--- config.mk ---
export PLATFORM = sky130hd
export DESIGN_NAME = hpc_port_change
export DESIGN_NICKNAME = d
export VERILOG_FILES = /design/src/common/hpc_pkg.sv /design/src/rtl/hpc_port_change.sv
export SDC_FILE = /design/constraint.sdc
export NUM_CORES = 1
export LEC_CHECK = 0
export BUFFER_PORTS_ARGS = -buffer_cell sky130_fd_sc_hd__buf_4
export CAP_MARGIN = 15
export CORE_MARGIN = 3
export CORE_UTILIZATION = 30
export CTS_CLUSTER_SIZE = 10
export DETAILED_ROUTE_END_ITERATION = 7
export PLACE_DENSITY_LB_ADDON = 0.08
export RECOVER_POWER = 50
export SYNTH_ARGS = -nofsm -noshare
export SYNTH_HDL_FRONTEND = slang
export SYNTH_SLANG_ARGS = --single-unit
--- constraint.sdc ---
create_clock -name ref_clk -period 2.4 [get_ports ref_clk]
set_input_delay 0.12 -clock ref_clk [delete_from_list [all_inputs] [get_ports ref_clk]]
set_output_delay 0.12 -clock ref_clk [all_outputs]
set_load 0.05 [all_outputs]
--- src/common/hpc_pkg.sv ---
package hpc_pkg;

  // =====================================================================
  // Port change word layout
  localparam int unsigned CHG_W        = 16;
  localparam int unsigned BIT_CONNECT  = 0;
  localparam int unsigned BIT_OVERCUR  = 3;
  localparam int unsigned BIT_RESET    = 4;
  localparam int unsigned BIT_WARM     = 5;
  localparam int unsigned BIT_LINK     = 6;
  localparam int unsigned BIT_CFGERR   = 7;
  localparam logic [15:0] CHG_RESET_VAL = 16'h0000;
  localparam logic [15:0] CHG_IMPL_MASK = 16'h00f9;

  // =====================================================================
  // Feature selectors of the change flags
  localparam logic [7:0] SEL_C_CONNECT = 8'h10;
  localparam logic [7:0] SEL_C_OVERCUR = 8'h13;
  localparam logic [7:0] SEL_C_RESET   = 8'h14;
  localparam logic [7:0] SEL_C_LINK    = 8'h19;
  localparam logic [7:0] SEL_C_CFGERR  = 8'h1a;
  localparam logic [7:0] SEL_C_WARM    = 8'h1d;

  // =====================================================================
  // Downstream port states as reported by the port state machine
  typedef enum logic [2:0] {
    HPC_PS_POWERED_OFF,
    HPC_PS_DISCONNECTED,
    HPC_PS_TRAINING,
    HPC_PS_ENABLED,
    HPC_PS_RESETTING,
    HPC_PS_ERROR,
    HPC_PS_DISABLED
  } hpc_port_state_e;

  // Link events from the link layer, each a one-cycle pulse
  typedef struct packed {
    logic u3_to_u0_sw;
    logic u3_to_u0_remote;
    logic to_inactive;
    logic config_fail;
  } hpc_link_evt_s;

  // Feature request from the control-request decoder
  typedef struct packed {
    logic       valid;
    logic       set;
    logic [7:0] selector;
  } hpc_feat_req_s;

endpackage : hpc_pkg

--- src/rtl/hpc_port_change.sv ---
// Contract
// - Each change flag stays set until its clear request or a hub reset; bits 3-7 also clear while powered off.
// - Set requests on change flags: optional diagnostic set, else error or no-op.
// - Bit 0 reads 1 after a connect status change, else 0.
// - Bits 1-2 and 8-15 are reserved and read zero.
// - Bit 3 reads zero on hubs without per-port over-current reporting.
// - Over-current flag sets on each edge of over-current status or forced power-off.
// - Over-current flag clears by request and holds zero while powered off.
// - Bit 4 sets on resetting-to-enabled after any reset.
// - Bit 5 sets on resetting-to-enabled only after a warm reset.
// - Reset, warm, link and config flags clear by request, zero while power off.
// - Bit 6 sets on software U3-to-U0 completion or entry into SS.Inactive.
// - Bit 6 does not set on remote-wakeup U3-to-U0 return.
// - Bit 7 sets when the port cannot configure its link partner.
// - A flagged configuration error also sends the port to disabled.
// - Connect flag sets when training ends and the port enters enabled.
// - Connection status is one while enabled, resetting or error.
// - Logical power zero means powered-off; forced power-off clears power.
`timescale 1ns/100ps
`default_nettype none

module hpc_port_change #(
  parameter bit PER_PORT_OC  = 1'b1,
  parameter bit DIAG_SET_OK  = 1'b0
) (
  input  wire logic                    ref_clk,
  input  wire logic                    reset,
  input  wire hpc_pkg::hpc_port_state_e port_state,
  input  wire logic                    warm_reset_active,
  input  wire logic                    over_current_pin,
  input  wire logic                    forced_off_by_other,
  input  wire logic                    logical_power,
  input  wire hpc_pkg::hpc_link_evt_s  link_evt,
  input  wire hpc_pkg::hpc_feat_req_s  feat_req,
  output logic [15:0]                  port_change_word,
  output logic                         connection_status_bit,
  output logic                         over_current_status,
  output logic                         force_disable,
  output logic                         force_power_off,
  output logic                         req_error
);

  // =====================================================================
  // Parameter check
  if (hpc_pkg::CHG_W != 16) begin : g_bad_width
    $error("port change word must be 16 bits");
  end

  // Every flag position must fall inside the word
  if (hpc_pkg::BIT_CFGERR >= hpc_pkg::CHG_W) begin : g_bad_layout
    $error("change flag outside the port change word");
  end

  // =====================================================================
  // Over-current pin synchroniser and edge history
  logic oc_meta;
  logic oc_sync;
  logic oc_prev;
  logic next_oc_meta;
  logic next_oc_sync;
  logic next_oc_prev;

  always_comb begin
    next_oc_meta = over_current_pin;
    next_oc_sync = oc_meta;
    next_oc_prev = oc_sync;
  end

  always_ff @(posedge ref_clk) begin
    if (reset) begin
      oc_meta <= 1'b0;
      oc_sync <= 1'b0;
      oc_prev <= 1'b0;
    end else begin
      oc_meta <= next_oc_meta;
      oc_sync <= next_oc_sync;
      oc_prev <= next_oc_prev;
    end
  end

  // =====================================================================
  // Port state history and warm-reset capture
  hpc_pkg::hpc_port_state_e prev_state;
  hpc_pkg::hpc_port_state_e next_prev_state;
  logic                     warm_seen;
  logic                     next_warm_seen;

  always_comb begin
    next_prev_state = port_state;
    next_warm_seen  = warm_seen;
    if (port_state == hpc_pkg::HPC_PS_RESETTING && warm_reset_active) begin
      next_warm_seen = 1'b1;
    end else if (port_state != hpc_pkg::HPC_PS_RESETTING) begin
      next_warm_seen = 1'b0;
    end
  end

  always_ff @(posedge ref_clk) begin
    if (reset) begin
      prev_state <= hpc_pkg::HPC_PS_POWERED_OFF;
      warm_seen  <= 1'b0;
    end else begin
      prev_state <= next_prev_state;
      warm_seen  <= next_warm_seen;
    end
  end

  // =====================================================================
  // Events
  logic reset_done;
  logic [15:0] set_evt;
  logic [15:0] clr_req;
  logic [15:0] diag_set;
  logic        sel_known;
  logic        power_off;

  assign power_off = !logical_power || port_state == hpc_pkg::HPC_PS_POWERED_OFF;

  always_comb begin
    reset_done = prev_state == hpc_pkg::HPC_PS_RESETTING
              && port_state == hpc_pkg::HPC_PS_ENABLED;
    set_evt = '0;
    set_evt[hpc_pkg::BIT_CONNECT] = prev_state == hpc_pkg::HPC_PS_TRAINING
                                 && port_state == hpc_pkg::HPC_PS_ENABLED;
    set_evt[hpc_pkg::BIT_OVERCUR] = (oc_sync != oc_prev) || forced_off_by_other;
    set_evt[hpc_pkg::BIT_RESET]   = reset_done;
    set_evt[hpc_pkg::BIT_WARM]    = reset_done && (warm_seen || warm_reset_active);
    // A wake-up return from U3 driven by the device must not raise the link flag
    set_evt[hpc_pkg::BIT_LINK]    = (link_evt.u3_to_u0_sw && !link_evt.u3_to_u0_remote)
                                 || link_evt.to_inactive;
    set_evt[hpc_pkg::BIT_CFGERR]  = link_evt.config_fail;

    sel_known = 1'b1;
    clr_req   = '0;
    // Decode the selector first; whether it clears or sets is decided below
    case (feat_req.selector)
      hpc_pkg::SEL_C_CONNECT: begin
        clr_req[hpc_pkg::BIT_CONNECT] = 1'b1;
      end
      hpc_pkg::SEL_C_OVERCUR: begin
        clr_req[hpc_pkg::BIT_OVERCUR] = 1'b1;
      end
      hpc_pkg::SEL_C_RESET: begin
        clr_req[hpc_pkg::BIT_RESET] = 1'b1;
      end
      hpc_pkg::SEL_C_WARM: begin
        clr_req[hpc_pkg::BIT_WARM] = 1'b1;
      end
      hpc_pkg::SEL_C_LINK: begin
        clr_req[hpc_pkg::BIT_LINK] = 1'b1;
      end
      hpc_pkg::SEL_C_CFGERR: begin
        clr_req[hpc_pkg::BIT_CFGERR] = 1'b1;
      end
      default: begin
        // Selectors of other features are not ours to serve
        sel_known = 1'b0;
      end
    endcase
    // Diagnostic set only when enabled; otherwise a set leaves the flags alone and raises req_error
    diag_set = (feat_req.valid && feat_req.set && DIAG_SET_OK) ? clr_req : '0;
    if (!(feat_req.valid && !feat_req.set)) begin
      clr_req = '0;
    end
  end

  // =====================================================================
  // Change flags
  logic [15:0] flags;
  logic [15:0] next_flags;
  logic        err_q;
  logic        next_err;

  always_comb begin
    // Clear before set so a coincident event survives
    next_flags = (flags & ~clr_req) | set_evt | diag_set;
    if (power_off) begin
      next_flags[hpc_pkg::BIT_OVERCUR] = 1'b0;
      next_flags[hpc_pkg::BIT_RESET]   = 1'b0;
      next_flags[hpc_pkg::BIT_WARM]    = 1'b0;
      next_flags[hpc_pkg::BIT_LINK]    = 1'b0;
      next_flags[hpc_pkg::BIT_CFGERR]  = 1'b0;
    end
    if (!PER_PORT_OC) begin
      next_flags[hpc_pkg::BIT_OVERCUR] = 1'b0;
    end
    // Reserved positions are forced low last so no path can leak into them
    next_flags = next_flags & hpc_pkg::CHG_IMPL_MASK;
    // Unsupported set on a change flag, or unknown selector, is a request error
    next_err = feat_req.valid && (!sel_known || (feat_req.set && !DIAG_SET_OK));
  end

  always_ff @(posedge ref_clk) begin
    if (reset) begin
      flags <= hpc_pkg::CHG_RESET_VAL;
      err_q <= 1'b0;
    end else begin
      flags <= next_flags;
      err_q <= next_err;
    end
  end

  // =====================================================================
  // Outputs
  assign port_change_word = flags;
  assign req_error        = err_q;
  assign connection_status_bit = port_state == hpc_pkg::HPC_PS_ENABLED
                              || port_state == hpc_pkg::HPC_PS_RESETTING
                              || port_state == hpc_pkg::HPC_PS_ERROR;
  assign over_current_status = oc_sync;
  // Left combinational so the port leaves the enabled state in the event cycle
  assign force_disable       = link_evt.config_fail;
  assign force_power_off     = forced_off_by_other;

endmodule : hpc_port_change

`default_nettype wire

==> summary.md <==
| Metric | Value |
|---|---|
| Status | complete, no violations |
| Top cells by area, synth | dfxtp_1 41%, buf_4 13%, nor2b_1 5.4% |
| Drt first-iter violations | 9 |
| YS warnings | 0 |
| Final Skew | 0.0004074 ns |
| Die width | around 54 um |
| Mapped Area | around 690 um^2 |
| Synth async-reset ratio | 0% |
| Number of synthesized flops with an enable pin | 0 |
| Maximum capacitance violations | 0 |
| Via count | between 500 and 600 |
| Router iterations before antenna repair | 4 |
| FF-to-FF End | port_change_word[5] |
| Initial Utilization | between 30% and 40% |
| Nets | 130 |
| Initial antenna violation count | 0 |
| Post-Syn Instances | 72 |
| PortBufs | 33 |
| Worst Setup EP | port_change_word[7] |
| Finished Cell Area | slightly above 900 um^2 |
| CP max-delay cell | or4b_1 |
| Yosys top cell area share | 40.58% |
| Power per cell area | just under 600 nW/um^2 |
| CTS tree | built |
| Die Ht | roughly 54 um |
| Crit start category | input pin |
| Vias in the first global route | about 540 |
| CP arrival | ~1.4 ns |
| Number of diodes | 0 |
| Worst-Margin Slew | 0.5956 ns |
| Clock Tree Root | clkbuf_4 |
| RSZ-0062 raised after global routing | false |
| Most common cell in the netlist | dfxtp_1 |
| Post-synth top cells | 14 x dfxtp_1, 12 x buf_4, 7 x a21oi_1 |
| Share of post-route cells with drive strength above 1 | 31.13% |
| Hold Vio Cnt, Final | 0 |
| Multi-input gate area | 337.8 um^2 |
| Worst path required time | roughly 2.6 ns |
| Start point of the critical path | feat_req[5] |
| Largest net degree at the start of global routing | 9 |
| H-Tree Depth | 1 |
| Peak supply drop | between 0.3 and 0.4 mV |
| Post-Syn Area per Cell | 9.593 um^2 |
| Final setup TNS | 0 ns |
| Clk slew on worst S/H paths | around 0.09 ns |
| Ports | 44 |
| DRC viols | 0 |
| Hold WS | between 0.05 and 0.06 ns |
| Core Region | between 2000 and 2500 um^2 |
| Area growth from synthesis to layout | 33.88% |
| CP max stage delay | approximately 0.67 ns |
| Row cnt | 16 |
| Crit-path max FO | 7 |
| Top_reg_cell synth | dfxtp_1 |
| Fmax | 0.8174 GHz |
| CTS resizes | 0 |
| Period utilisation layout | 50.97% |
| Per-cell routed wire length | between 10 and 15 um |
| Slew Limit Fails | 0 |
| Total grt overflow | 0 |
| DRT Wirelength | roughly 1500 um |
| TritonCTS Buffers | 3 |
| Pre-CTS setup slack | about 0.9 ns |
| Global-route wire length before repair | between 2000 and 2500 um |
| LEAKAGE | approximately 0.40 nW |
| Sink Count | 14 |
| Final ANT Viol Nets | 0 |
| Kind of end point of the critical path | flop |
| Max transition margin | 60.46% |
| Critical path type | input pin to flop |
| Min Tclk post-route | roughly 1.2 ns |
| Reg area | 280.3 um^2 |
| All-Layer GR Usage | 11.23% |
| Gpl congestion | between 0.7 and 0.8 |
| Seq/Total Area, Yosys | roughly 41% |
| Worst Reg-to-Reg Cells | 3 |
| FF-to-FF setup slack | 1.28 ns |
| Vias per inst | around 4.4 |
| Post-synth top area cell | dfxtp_1 |
| PnR worst setup slack | approximately 1.2 ns |
| Post-synthesis register bit count | 14 |
| Post-CTS Setup Bufs | 0 |
| Final Setup Violations | 0 |
| CTS Hold Buffers Added | 0 |
| CTS max path bufs | 2 |
| Worst min-delay path category | input pin to flop |
| CP Cell Sequence | buf_4, or4b_1, o41ai_1, a21oi_1 |
| Worst r2r src | prev_state[0] |
| Area of placed instances | roughly 900 um^2 |
| Worst skew pair latency | 0.28 ns |
| Netlist cell types | 24 |
| Die area | around 3000 um^2 |
| Post-DP HPWL | between 1000 and 1500 um |
| Filler cells | between 200 and 250 |
## report_power, final
part           internal (mW)  switching, mW
sequential             0.241        0.00421
clock                 0.0923         0.0767
combinational         0.0432         0.0895
total                  0.377          0.170
## registers in the layout (all words and copies together), names as in the netlist
name                 count
oc_prev                  1
prev_state               3
warm_seen                1
port_change_word         6
over_current_status      1
next_oc_sync             1
req_error                1
## per-layer routing
| metal | wire, um | vias up | track usage [%] |
|---|---|---|---|
| met2 | 641 | 31 | 16.13 |
| met4 | 42 | 0 | 8.714 |
| met5 | 0 | - | 0 |
| li1 | - | 304 | - |
| met1 | 670 | 249 | 14.00 |
| met3 | 185 | 5 | 3.047 |
## placed cells by master (no fill, tap or decap)
master and instances:
buf_4 25, dfxtp_1 14, conb_1 10, clkbuf_1 8, a21oi_1 7, nor2b_1 6, nand2b_1 4, o41ai_1 4
clkbuf_4 4, inv_1 3, nand3b_1 2, or4b_1 2, o31ai_1 2, nor2_1 2, xor2_1 2, nand2_1 1
mux2i_1 1, nor4bb_1 1, o311ai_0 1, nor4b_1 1, or2b_2 1, mux2_2 1, o311a_2 1, nand4b_1 1
nand4bb_1 1, clkbuf_8 1
## cell type report
class	instances	share of cell area, %
clock buffers	4	3.924
inverters	3	1.218
multi-input cells	51	36.54
flip-flops and latches	14	30.31
well taps	27	3.654
repair buffers	34	24.36
## how the worst min path moves through the flow
stage	startpoint	to	slack (ns)	cells after the start
6_report	reset	port_change_word[0]	0.05	2
5_1_grt	reset	prev_state[0]	0.04	2
4_1_cts	port_state[0]	warm_seen	0.02	2
3_5_place_dp	port_state[0]	warm_seen	0.33	2
3_3_place_gp	port_state[0]	warm_seen	0.33	2
2_1_floorplan	reset	port_change_word[0]	0.19	1
## cell families (layout without fill, tap and decap cells)
logic type / Yosys count / in the layout / synth area share, %
AND/OR/NAND/NOR: 22 / 22 / 22.64
other: 1 / 10 / 0.5430
multiplexers: 2 / 2 / 3.080
flip-flops: 14 / 14 / 40.58
AO/OA/AOI/OAI: 15 / 15 / 15.22
buffers and inverters: 16 / 41 / 15.40
XOR/XNOR: 2 / 2 / 2.537
## worst max-delay path, delay by kind of cell
kind / cells / cell delay, ns
AOI/OAI and AO/OA: 2 / 0.49
and+or+nand+nor: 1 / 0.67
buffers and inverters: 1 / 0.10
## through the flow
| stage | util, % | total power [mW] | std cells |
|---|---|---|---|
| finish | 44.84 | 0.5470 | 133 |
| global route | 44.84 | 0.5802 | 133 |
| CTS | 46.30 | 0.5630 | 133 |
| detailed placement | 44.54 | 0.3903 | 129 |
| global placement | 44.54 | 0.3894 | 129 |
| floorplan | - | 0.3520 | 81 |
No activity file was read; power rests on OpenSTA's default activity.
